### src/inc/misc_pins_pkg.sv
// How it works
// - The serial clock level seen during bus reset marks ROM presence.
// - With a ROM present, the serial clock is made by pulling low only.
// - Serial data is only ever pulled low or released, never driven high.
// - Host speaker output is the XOR of all card speaker and audio inputs.
// - Under suspend, global or bus reset leaves internal registers alone.
// - Ring indicate and wake events share the one event output.
package misc_pins_pkg;

   // ------------------------------------------------------------------
   // Timing of the serial ROM clock.
   // ------------------------------------------------------------------
   localparam int CLK_PERIOD_NS   = 40;
   localparam int SCL_QUARTER_NS  = 2500;
   localparam int SCL_QUARTER_CYC =
      (SCL_QUARTER_NS + CLK_PERIOD_NS - 1) / CLK_PERIOD_NS;
   localparam int QCNT_W          = 7;

   // ------------------------------------------------------------------
   // Serial ROM addressing and bit framing.
   // ------------------------------------------------------------------
   localparam logic [7:0] ROM_ADDR_WRITE   = 8'hA0;
   localparam logic [7:0] ROM_ADDR_READ    = 8'hA1;
   localparam logic [7:0] ROM_START_OFFSET = 8'h00;
   localparam logic [7:0] READ_FILL        = 8'hFF;
   localparam logic [3:0] LAST_BIT         = 4'h8;
   localparam logic       ACK_LEVEL        = 1'b0;
   localparam logic       NACK_LEVEL       = 1'b1;

   // Quarters of one serial bit.
   localparam logic [1:0] Q_SETUP  = 2'h0;
   localparam logic [1:0] Q_RISE   = 2'h1;
   localparam logic [1:0] Q_SAMPLE = 2'h2;
   localparam logic [1:0] Q_FALL   = 2'h3;

   // Steps of the ROM load program.
   localparam logic [2:0] STEP_START   = 3'h0;
   localparam logic [2:0] STEP_DEVW    = 3'h1;
   localparam logic [2:0] STEP_OFFS    = 3'h2;
   localparam logic [2:0] STEP_RESTART = 3'h3;
   localparam logic [2:0] STEP_DEVR    = 3'h4;
   localparam logic [2:0] STEP_READ    = 3'h5;

   // ------------------------------------------------------------------
   // Commands of the bit engine and states of the load sequencer.
   // ------------------------------------------------------------------
   typedef enum logic [1:0] {
      CMD_START = 2'b00,
      CMD_STOP  = 2'b01,
      CMD_WRITE = 2'b10,
      CMD_READ  = 2'b11
   } cmd_t;

   typedef enum logic [2:0] {
      ST_IDLE      = 3'b000,
      ST_ISSUE     = 3'b001,
      ST_WAIT      = 3'b010,
      ST_STOP      = 3'b011,
      ST_STOP_WAIT = 3'b100
   } seq_t;

endpackage : misc_pins_pkg

### src/core/serial_rom_engine.sv
`timescale 1ns/10ps
module serial_rom_engine
   import misc_pins_pkg::*;
(
   input  wire logic       clk,       // Block clock.
   input  wire logic       rst,       // Synchronous reset, active high.
   input  wire logic       go,        // Start one command, one cycle.
   input  cmd_t            cmd,       // Command to run.
   input  wire logic [7:0] tx_byte,   // Byte to write.
   input  wire logic       ack_bit,   // Ack level sent after a read byte.
   input  wire logic       sda_level, // Synchronised data line level.
   output logic            busy,      // Command in progress.
   output logic            done,      // Command finished, one cycle.
   output logic [7:0]      rx_byte,   // Byte seen on the line.
   output logic            rx_ack,    // Ack level seen after the byte.
   output logic            scl_pull,  // Pull the clock line low.
   output logic            sda_pull   // Pull the data line low.
);

   typedef struct packed {
      logic              busy;
      logic              done;
      cmd_t              cmd;
      logic [QCNT_W-1:0] qcnt;
      logic [1:0]        phase;
      logic [3:0]        bitn;
      logic [8:0]        tx;
      logic [8:0]        rx;
      logic              scl_pull;
      logic              sda_pull;
   } eng_t;

   eng_t r;
   eng_t next_r;

   // Returns the clock and data pull for one quarter; lines only go low.
   function automatic logic [1:0] drive(cmd_t c, logic [1:0] ph, logic b);
      logic [1:0] p;
      p = 2'b00;
      case (c)
         CMD_START: begin
            case (ph)
               Q_SETUP:  p = 2'b10;
               Q_RISE:   p = 2'b00;
               Q_SAMPLE: p = 2'b01;
               default:  p = 2'b11;
            endcase
         end
         CMD_STOP: begin
            case (ph)
               Q_SETUP: p = 2'b11;
               Q_RISE:  p = 2'b01;
               default: p = 2'b00;
            endcase
         end
         default: begin
            case (ph)
               Q_RISE, Q_SAMPLE: p = {1'b0, ~b};
               default:          p = {1'b1, ~b};
            endcase
         end
      endcase
      return p;
   endfunction : drive

   // Steps each command through its bits, four quarters to a bit.
   always_comb begin
      next_r      = r;
      next_r.done = 1'b0;
      if (!r.busy) begin
         if (go) begin
            next_r.busy  = 1'b1;
            next_r.cmd   = cmd;
            next_r.qcnt  = '0;
            next_r.phase = Q_SETUP;
            next_r.bitn  = '0;
            next_r.rx    = '0;
            next_r.tx    = (cmd == CMD_READ) ? {READ_FILL, ack_bit}
                                             : {tx_byte, NACK_LEVEL};
            {next_r.scl_pull, next_r.sda_pull} =
               drive(cmd, Q_SETUP, next_r.tx[8]);
         end
      end else if (r.qcnt != QCNT_W'(SCL_QUARTER_CYC - 1)) begin
         next_r.qcnt = r.qcnt + QCNT_W'(1);
      end else begin
         next_r.qcnt = '0;
         if (r.phase == Q_SAMPLE && r.cmd[1]) begin
            next_r.rx = {r.rx[7:0], sda_level};
         end
         if (r.phase == Q_FALL) begin
            if (r.cmd[1] && r.bitn != LAST_BIT) begin
               next_r.bitn  = r.bitn + 4'h1;
               next_r.tx    = {r.tx[7:0], NACK_LEVEL};
               next_r.phase = Q_SETUP;
               {next_r.scl_pull, next_r.sda_pull} =
                  drive(r.cmd, Q_SETUP, r.tx[7]);
            end else begin
               next_r.busy = 1'b0;
               next_r.done = 1'b1;
            end
         end else begin
            next_r.phase = r.phase + 2'h1;
            {next_r.scl_pull, next_r.sda_pull} =
               drive(r.cmd, r.phase + 2'h1, r.tx[8]);
         end
      end
   end

   // Registers the engine state.
   always_ff @(posedge clk) begin
      if (rst) begin
         r <= '0;
      end else begin
         r <= next_r;
      end
   end

   assign busy     = r.busy;
   assign done     = r.done;
   assign rx_byte  = r.rx[8:1];
   assign rx_ack   = r.rx[0];
   assign scl_pull = r.scl_pull;
   assign sda_pull = r.sda_pull;

endmodule : serial_rom_engine

### src/core/misc_control_pins.sv
`timescale 1ns/10ps
module misc_control_pins
   import misc_pins_pkg::*;
#(
   parameter int SOCKETS   = 2,  // Number of card sockets.
   parameter int ROM_BYTES = 16  // Bytes loaded from the serial ROM.
)(
   input  wire logic         CLOCK,                 // Block clock.
   input  wire logic         SYS_RST,               // Power-on reset.
   input  wire logic         HOST_BUS_RESET_IN_N,   // Host bus reset.
   input  wire logic         GLOBAL_RESET_IN_N,     // Global reset.
   input  wire logic         SUSPEND_IN,            // Suspend request.
   input  wire logic         SCL_IN,                // Clock line level.
   output logic              SCL_OUT,               // Clock drive level.
   output logic              SCL_OE,                // Clock pull enable.
   input  wire logic         SDA_IN,                // Data line level.
   output logic              SDA_OUT,               // Data drive level.
   output logic              SDA_OE,                // Data pull enable.
   input  wire logic [SOCKETS-1:0] CARD_SPEAKER_IN,       // Card speaker.
   input  wire logic [SOCKETS-1:0] CARD_DIGITAL_AUDIO_IN, // Card audio.
   output logic              HOST_SPEAKER_OUT,      // Host speaker.
   input  wire logic [SOCKETS-1:0] RING_EVENT_IN,   // Card ring events.
   input  wire logic         WAKE_EVENT_IN,         // Wake event.
   output logic              RING_WAKE_EVENT_OUT,   // Shared event out.
   output logic              ROM_PRESENT,           // ROM found at reset.
   output logic              ROM_LOAD_DONE,         // ROM load finished.
   output logic              ROM_LOAD_ERROR,        // ROM did not ack.
   input  wire logic [((ROM_BYTES > 1) ? $clog2(ROM_BYTES) : 1)-1:0]
                             ROM_BYTE_ADDR,         // Loaded byte index.
   output logic [7:0]        ROM_BYTE_DATA          // Loaded byte value.
);

   localparam int IDX_W = (ROM_BYTES > 1) ? $clog2(ROM_BYTES) : 1;
   localparam logic [IDX_W-1:0] LAST_IDX = IDX_W'(ROM_BYTES - 1);

   // ------------------------------------------------------------------
   // Block state.
   // ------------------------------------------------------------------
   typedef struct packed {
      logic [1:0]               bus_rst_s;
      logic [1:0]               glob_rst_s;
      logic [1:0]               susp_s;
      logic [1:0]               scl_s;
      logic [1:0]               sda_s;
      logic [SOCKETS-1:0]       spk_s0;
      logic [SOCKETS-1:0]       spk_s1;
      logic [SOCKETS-1:0]       aud_s0;
      logic [SOCKETS-1:0]       aud_s1;
      logic [SOCKETS-1:0]       ring_s0;
      logic [SOCKETS-1:0]       ring_s1;
      logic [1:0]               wake_s;
      logic                     clear_q;
      logic                     rom_present;
      seq_t                     state;
      logic [2:0]               step;
      logic [IDX_W-1:0]         idx;
      logic                     load_done;
      logic                     load_err;
      logic [ROM_BYTES-1:0][7:0] mem;
      logic                     eng_go;
      cmd_t                     eng_cmd;
      logic [7:0]               eng_tx;
      logic                     eng_ack;
      logic                     scl_oe;
      logic                     sda_oe;
      logic                     pin_low;
      logic                     spk_out;
      logic                     event_out;
      logic [7:0]               data_out;
   } top_t;

   top_t r;
   top_t next_r;

   logic       eng_rst;
   logic       eng_busy;
   logic       eng_done;
   logic [7:0] eng_rx;
   logic       eng_rx_ack;
   logic       eng_scl_pull;
   logic       eng_sda_pull;
   logic       clear;

   // The engine is held in reset while internal registers are cleared,
   // so a bus reset releases both lines at once.
   assign eng_rst = SYS_RST | r.clear_q;

   // ------------------------------------------------------------------
   // Serial ROM bit engine.
   // ------------------------------------------------------------------
   serial_rom_engine u_engine (
      .clk       (CLOCK),
      .rst       (eng_rst),
      .go        (r.eng_go),
      .cmd       (r.eng_cmd),
      .tx_byte   (r.eng_tx),
      .ack_bit   (r.eng_ack),
      .sda_level (r.sda_s[1]),
      .busy      (eng_busy),
      .done      (eng_done),
      .rx_byte   (eng_rx),
      .rx_ack    (eng_rx_ack),
      .scl_pull  (eng_scl_pull),
      .sda_pull  (eng_sda_pull)
   );

   // ------------------------------------------------------------------
   // Next state.
   // ------------------------------------------------------------------

   // Clearing happens under either reset unless suspend protects it.
   assign clear = (~r.bus_rst_s[1] | ~r.glob_rst_s[1]) & ~r.susp_s[1];

   always_comb begin
      next_r        = r;
      next_r.eng_go = 1'b0;

      // Two-stage synchronisers for every pin input but SYS_RST and ROM_BYTE_ADDR.
      next_r.bus_rst_s  = {r.bus_rst_s[0], HOST_BUS_RESET_IN_N};
      next_r.glob_rst_s = {r.glob_rst_s[0], GLOBAL_RESET_IN_N};
      next_r.susp_s  = {r.susp_s[0], SUSPEND_IN};
      next_r.scl_s   = {r.scl_s[0], SCL_IN};
      next_r.sda_s   = {r.sda_s[0], SDA_IN};
      next_r.spk_s0  = CARD_SPEAKER_IN;
      next_r.spk_s1  = r.spk_s0;
      next_r.aud_s0  = CARD_DIGITAL_AUDIO_IN;
      next_r.aud_s1  = r.aud_s0;
      next_r.ring_s0 = RING_EVENT_IN;
      next_r.ring_s1 = r.ring_s0;
      next_r.wake_s  = {r.wake_s[0], WAKE_EVENT_IN};
      next_r.clear_q = clear;

      // Load sequencer: offset write, repeated start, sequential read.
      case (r.state)
         ST_IDLE: begin
            // The strap is taken once more as the reset ends: at power-on
            // the pin level and the reset release cross the synchronisers
            // together, so the clear cycles alone would miss it.
            if (r.clear_q && !clear && !r.susp_s[1]) begin
               next_r.rom_present = r.scl_s[1];
            end
            if (r.clear_q && !clear && !r.susp_s[1] && r.scl_s[1]) begin
               next_r.state     = ST_ISSUE;
               next_r.step      = STEP_START;
               next_r.idx       = '0;
               next_r.load_done = 1'b0;
               next_r.load_err  = 1'b0;
            end
         end
         ST_ISSUE: begin
            if (!eng_busy) begin
               next_r.eng_go = 1'b1;
               next_r.eng_tx = ROM_START_OFFSET;
               next_r.eng_ack = (r.idx == LAST_IDX) ? NACK_LEVEL : ACK_LEVEL;
               case (r.step)
                  STEP_START, STEP_RESTART: next_r.eng_cmd = CMD_START;
                  STEP_DEVW: begin
                     next_r.eng_cmd = CMD_WRITE;
                     next_r.eng_tx  = ROM_ADDR_WRITE;
                  end
                  STEP_OFFS:  next_r.eng_cmd = CMD_WRITE;
                  STEP_DEVR: begin
                     next_r.eng_cmd = CMD_WRITE;
                     next_r.eng_tx  = ROM_ADDR_READ;
                  end
                  default:    next_r.eng_cmd = CMD_READ;
               endcase
               next_r.state = ST_WAIT;
            end
         end
         ST_WAIT: begin
            if (eng_done) begin
               next_r.state = ST_ISSUE;
               case (r.step)
                  STEP_DEVW, STEP_OFFS, STEP_DEVR: begin
                     if (eng_rx_ack == NACK_LEVEL) begin
                        next_r.load_err = 1'b1;
                        next_r.state    = ST_STOP;
                     end else begin
                        next_r.step = r.step + 3'h1;
                     end
                  end
                  STEP_READ: begin
                     next_r.mem[r.idx] = eng_rx;
                     if (r.idx == LAST_IDX) begin
                        next_r.state = ST_STOP;
                     end else begin
                        next_r.idx = r.idx + IDX_W'(1);
                     end
                  end
                  default: next_r.step = r.step + 3'h1;
               endcase
            end
         end
         ST_STOP: begin
            if (!eng_busy) begin
               next_r.eng_go  = 1'b1;
               next_r.eng_cmd = CMD_STOP;
               next_r.state   = ST_STOP_WAIT;
            end
         end
         ST_STOP_WAIT: begin
            if (eng_done) begin
               next_r.load_done = 1'b1;
               next_r.state     = ST_IDLE;
            end
         end
         default: next_r.state = ST_IDLE;
      endcase

      // Reset clears the registers and samples the strap on the clock pin.
      if (clear) begin
         next_r.rom_present = r.scl_s[1];
         next_r.state       = ST_IDLE;
         next_r.step        = STEP_START;
         next_r.idx         = '0;
         next_r.load_done   = 1'b0;
         next_r.load_err    = 1'b0;
         next_r.mem         = '0;
         next_r.eng_go      = 1'b0;
      end

      // Pins are only ever pulled low, and only with a ROM present.
      next_r.pin_low = 1'b0;
      next_r.scl_oe  = eng_scl_pull & r.rom_present & ~r.clear_q;
      next_r.sda_oe  = eng_sda_pull & r.rom_present & ~r.clear_q;

      // Speaker mixing and the shared event output.
      next_r.spk_out   = ^{r.spk_s1, r.aud_s1};
      next_r.event_out = |{r.ring_s1, r.wake_s[1]};
      next_r.data_out  = r.mem[ROM_BYTE_ADDR];
   end

   // ------------------------------------------------------------------
   // State register.
   // ------------------------------------------------------------------

   // Registers all block state on every rising clock edge.
   always_ff @(posedge CLOCK) begin
      if (SYS_RST) begin
         r <= '0;
      end else begin
         r <= next_r;
      end
   end

   // ------------------------------------------------------------------
   // Outputs.
   // ------------------------------------------------------------------

   // Every output comes straight from a state flip-flop.
   assign SCL_OUT             = r.pin_low;
   assign SCL_OE              = r.scl_oe;
   assign SDA_OUT             = r.pin_low;
   assign SDA_OE              = r.sda_oe;
   assign HOST_SPEAKER_OUT    = r.spk_out;
   assign RING_WAKE_EVENT_OUT = r.event_out;
   assign ROM_PRESENT         = r.rom_present;
   assign ROM_LOAD_DONE       = r.load_done;
   assign ROM_LOAD_ERROR      = r.load_err;
   assign ROM_BYTE_DATA       = r.data_out;

endmodule : misc_control_pins

### config.mk
export PLATFORM = sky130hd
export DESIGN_NAME = misc_control_pins
export DESIGN_NICKNAME = d
export VERILOG_FILES = /design/src/inc/misc_pins_pkg.sv /design/src/core/serial_rom_engine.sv /design/src/core/misc_control_pins.sv
export SDC_FILE = /design/constraint.sdc
export NUM_CORES = 1
export LEC_CHECK = 0
export BUFFER_PORTS_ARGS = -buffer_cell sky130_fd_sc_hd__buf_2
export CORE_MARGIN = 5
export CORE_UTILIZATION = 50
export CTS_CLUSTER_SIZE = 10
export DETAILED_ROUTE_END_ITERATION = 7
export HOLD_SLACK_MARGIN = 0.06
export MAX_ROUTING_LAYER = met4
export PLACE_DENSITY_LB_ADDON = 0.2
export REMOVE_ABC_BUFFERS = 1
export SLEW_MARGIN = 20
export SYNTH_ARGS = -nofsm -noshare
export SYNTH_HDL_FRONTEND = slang
export SYNTH_SLANG_ARGS = --single-unit
export TNS_END_PERCENT = 1
### constraint.sdc
create_clock -name CLOCK -period 4.6 [get_ports CLOCK]
set_input_delay 0 -clock CLOCK [delete_from_list [all_inputs] [get_ports CLOCK]]
set_output_delay 0 -clock CLOCK [all_outputs]
set_load 0.02 [all_outputs]
# ---- Word-level counts from Yosys, hierarchy flattened
# Index checks and enable logic that the tools add are counted.
dict set report word_totals {
  ramBits 0
  wordCells 211
  latch_bits 0
  reg_bits 228
  mem_count 0
  rom_bits 0
}
dict set report classes {
  shifts 0
  eq_ne 35
  bitwise 16
  multipliers 0
  n_lt_le_gt_ge 3
  addsub 5
  n_div 0
  n_mux 58
  n_reduce_logical 39
}
# op count
set ops {}
lappend ops {{2-to-1 mux 128 bit} 2}
lappend ops {{2-to-1 mux 142 bit} 1}
lappend ops {{2-to-1 mux 129 bit} 1}
lappend ops {{bitwise mux 128 bit} 1}
lappend ops {{2-to-1 mux 33 bit} 2}
lappend ops {{binary-select mux 8 bit (select 4 bit)} 1}
lappend ops {{demux 8 bit (select 4 bit)} 1}
lappend ops {{2-to-1 mux 26 bit} 1}
lappend ops {{2-to-1 mux 12 bit} 2}
lappend ops {{!= test 2 bit, second input constant} 10}
lappend ops {{AND reduction 5 bit} 4}
lappend ops {{2-to-1 mux 2 bit} 9}
lappend ops {{2-to-1 mux 9 bit} 2}
lappend ops {{2-to-1 mux 8 bit} 2}
lappend ops {{one-hot mux 2 bit (2 select lines)} 4}
lappend ops {{one-hot mux 8 bit (2 select lines)} 1}
lappend ops {{2-to-1 mux 15 bit} 1}
lappend ops {{2-to-1 mux 3 bit} 5}
lappend ops {{one-hot mux 3 bit (5 select lines)} 1}
lappend ops {{AND reduction 3 bit} 5}
lappend ops {{one-hot mux 7 bit (2 select lines)} 1}
lappend ops {{2-to-1 mux 13 bit} 1}
lappend ops {{equality test 3 x 2 -> 1 bit, second input constant} 4}
lappend ops {{one-hot mux 3 bit (2 select lines)} 2}
lappend ops {{35 further kinds} 92}

# ---- Depth between registers and ports, before layout
dict set report logic_depth {
  depth_word 10
  depth_mapped 8
  ltp_nobuf 6
}

# ---- Modules after synthesis
# From an unflattened synthesis, not the netlist that was laid out.
dict set report hier_totals {
  cells_unflattened 986
  area_unflattened_um2 9874.5
}
# module area_per_inst_um2 seq_area_each_um2 cells_per_inst instances
set modules_own_cells {}
lappend modules_own_cells {misc_control_pins 7926.4 3683.5 756 1}
lappend modules_own_cells {serial_rom_engine 1948.1 740.7 230 1}

# ---- Least setup slack after synthesis
# Ideal clock, no wire load.
dict set report synth_path {
  kind {reg2reg}
  from {reg r[160] (netlist bit)}
  to {reg with a tool-made name}
  setup_ns 0.128
  path_stages_with_launch 9
  n_path_buf 2
  required_ns 4.472
  setup_slack_ns 2.710
  arrival_ns 1.762
  path_cell_list {dfxtp_1 > inv_1 > ha_1 > and3_1 > buf_2 > buf_2 > nand4_2 > mux2i_1 > nor2_1}
}
# element line_no
set synth_rtl {}
lappend synth_rtl {{start: declaration} misc_control_pins.sv:72} ;# top_t r;
lappend synth_rtl {{start signal: assignment} misc_control_pins.sv:243} ;# r <= next_r;

==> impl_results.md <==
- Synth top cells by count: dfxtp_1 (221), mux2i_1 (155), nor2_1 (149)
- Die X: 150 µm
- Setup Fix Bufs, Post-CTS: 0
- Critical path data required time: 4.98 ns
- Clk sinks: 221
- # IOs: 35
- Routed wire per std cell: 16.8 µm
- Synth warn: 0
- Crit path time final: 2.68 ns
- Cell chain of the critical path: inv_1 > ha_1 > and3_1 > nand4_1 > mux2i_1 > nor2_1
- CTS tree: done
- Grt total ovfl: 0
- Synth Flop Type: dfxtp_1
- Post-route ant nets: 0
- CTS Buf Count: 26
- Final setup fails: 0
- Row count: 51
- Outcome: finished clean
- Largest net degree at the start of global routing: 61
- Number of global-route vias before repair: 6,697
- Placer Congestion: 0.796
- Area grow syn2layout: 11.9%
- IO Port Bufs: 32
- Initial antenna violation count: 0
- Slew headroom: 36.7%
- Avg Cell Area, Syn: 10.1 µm²
- First-iteration detailed-routing DRC count: 403
- Setup Crit Path Kind: reg -> reg
- N_diodes: 0
- Setup Skew: 0.0107 ns
- Worst-margin pin slew: 0.949 ns
- Routed via count: 6,870
- MaxCap Viol Count: 0
- Die Y-Extent: 150 µm
- Fill cell count: 1,711
- RSZ-0062 raised after global routing: false
- Skew-Pair Late Insertion Delay: 0.52 ns
- Routed wl met3: 721 µm
- Total GRT Usage: 19.4%
- H-Tree Depth: 1
- Asr flop ratio synth: 0%
- DRC errors left: 0
- Crit share post-route: 58.3%
- Synth area leader: dfxtp_1
- Fmax: 373 MHz
- CTS Root Cell: clkbuf_16
- Die area: 22,400 µm²
- Yosys cell types: 63
- Worst vdd ir: 0.275 mV
- Vias per inst: 5.50
- Layout net count: 1,012
- Most area-consuming cells after synthesis: dfxtp_1 (45%), mux2i_1 (16%), nor2_1 (5.7%)
- Total power: 3.80 mW
- Critical path's slowest cell: and3_1
- DR top layer: met4
- Final-report max-slew violation count: 0
- Worst hold slack: 0.194 ns
- Count leader, synth: dfxtp_1
- Power Dens Cells: 348 nW/µm²
- Initial Utilization: 50.5%
- CTS clk-pin slew, worst paths: 0.05 ns
- Worst Hold Class: in -> reg
- WL met1: 9980 µm
- TNS Setup: 0 ns
- Post-synthesis sequential area ratio: 45.3%
- Leak: 4.87 nW
- Crit path DAT: 3.07 ns
- Dpl hpwl: 12,900 µm
- Core area: 19,300 µm²
- Pre-Repair DR Iteration Count: 5
- Crit path max fanout: 16
- Total wire length: 21,000 µm
- Crit. End Element: flip-flop
- Synth Cell Area: 9770 µm²
- Global-route wire length before repair: 34,600 µm
- Setup crit start kind: flip-flop
- Crit path largest cell delay: 0.72 ns
- Post-synth EDFFs: 0
- Synth top area share: 45.3%
- DR WL met2: 9850 µm
- Reg area: 4420 µm²
- Clock Path Buffers: 3
- Final Hold Viols: 0
- Area of the multi-input gates: 4950 µm²
- Post-synthesis instance total: 966
- Share of layout cells above drive strength 1: 12.9%
- R2R Setup Slk: 1.92 ns
- Synth Register Bits: 221
placed cells by master, fill, tap and decap left out, types with 10 or more instances in the layout:
master / synthesis / routed
mux2i_1: 155 / 155
inv_1: 13 / 13
nand2_1: 48 / 48
nand4_2: 14 / 14
mux4_2: 24 / 24
buf_2: 11 / 32
ha_1: 16 / 16
dlygate4sd3_1: 0 / 26
nor2b_1: 35 / 35
o21ai_0: 16 / 16
clkbuf_16: 0 / 26
a22o_1: 10 / 10
nand3_1: 15 / 15
a21oi_1: 30 / 30
nor2_1: 149 / 149
nand2b_1: 12 / 12
dfxtp_1: 221 / 221
and3_1: 10 / 10
worst max-delay path, delay by kind of cell (launching register included):
family                     cells  cell delay (ns)
adders and majority gates      1             0.29
buffers and inverters          1             0.08
DFF                            1             0.33
muxes                          1             0.36
and+or+nand+nor                3             1.47
what timing repair did:
action,CTS,global route
hold endpoints to repair,36,0
gates resized for setup,0,0
hold buffers,26,0
per-stage QoR:
stage / setup slack (ns) / instances / util, % / instance area (µm²)
final: 1.92 / 1248 / 56.5 / 10900
after CTS: 1.64 / 1247 / 56.4 / 10900
after global routing: 1.71 / 1248 / 56.5 / 10900
after detailed placement: 1.67 / 1188 / 51.5 / 9950
after global placement: 1.72 / 1188 / 51.5 / 9950
after floorplan: 1.70 / 886 / - / 9410
cell type report:
class	instances	area share, %
Sequential cell	221	40.5
Clock buffer	31	6.22
Timing Repair Buffer	64	4.33
Inverter	13	0.447
Tap cell	265	3.04
Multi-Input combinational cell	652	45.3
Clock inverter	2	0.195
report_power, final:
| part | internal, mW | leakage, nW | switching, mW | total, mW |
|---|---|---|---|---|
| sequential | 1.93 | 1.79 | 0.00421 | 1.93 |
| clock | 1.02 | 0.343 | 0.721 | 1.74 |
| combinational | 0.0501 | 2.74 | 0.0693 | 0.119 |
| total | 3.00 | 4.87 | 0.794 | 3.80 |
routing by layer:
| metal | track usage, % | up-vias |
|---|---|---|
| li1 | - | 3427 |
| met4 | 4.30 | 0 |
| met2 | 31.4 | 103 |
| met3 | 2.63 | 31 |
| met5 | - | - |
| met1 | 26.3 | 3309 |
logic make-up after synthesis:
logic type / share of synthesized area (%)
and+or+nand+nor: 16.6
DFF: 45.3
muxes: 22.5
AOI/OAI and AO/OA: 8.89
buffers and inverters: 4.18
adders and majority gates: 2.05
xor gates and xnor gates: 0.448
other: 0.0384
worst paths after layout:
path,from,cells after the start,endpoint
setup reg to reg,r[160]$_SDFFE_PP0P_,6,flip-flop
setup / recovery,r[160]$_SDFFE_PP0P_,6,flip-flop
hold reg to reg,next_r[170]$_SDFF_PP0_,1,r[170]$_SDFF_PP0_
hold / removal,ROM_BYTE_ADDR[2],3,ROM_BYTE_DATA[7]$_SDFF_PP0_
Note: power is estimated with default switching activity, not from simulation.
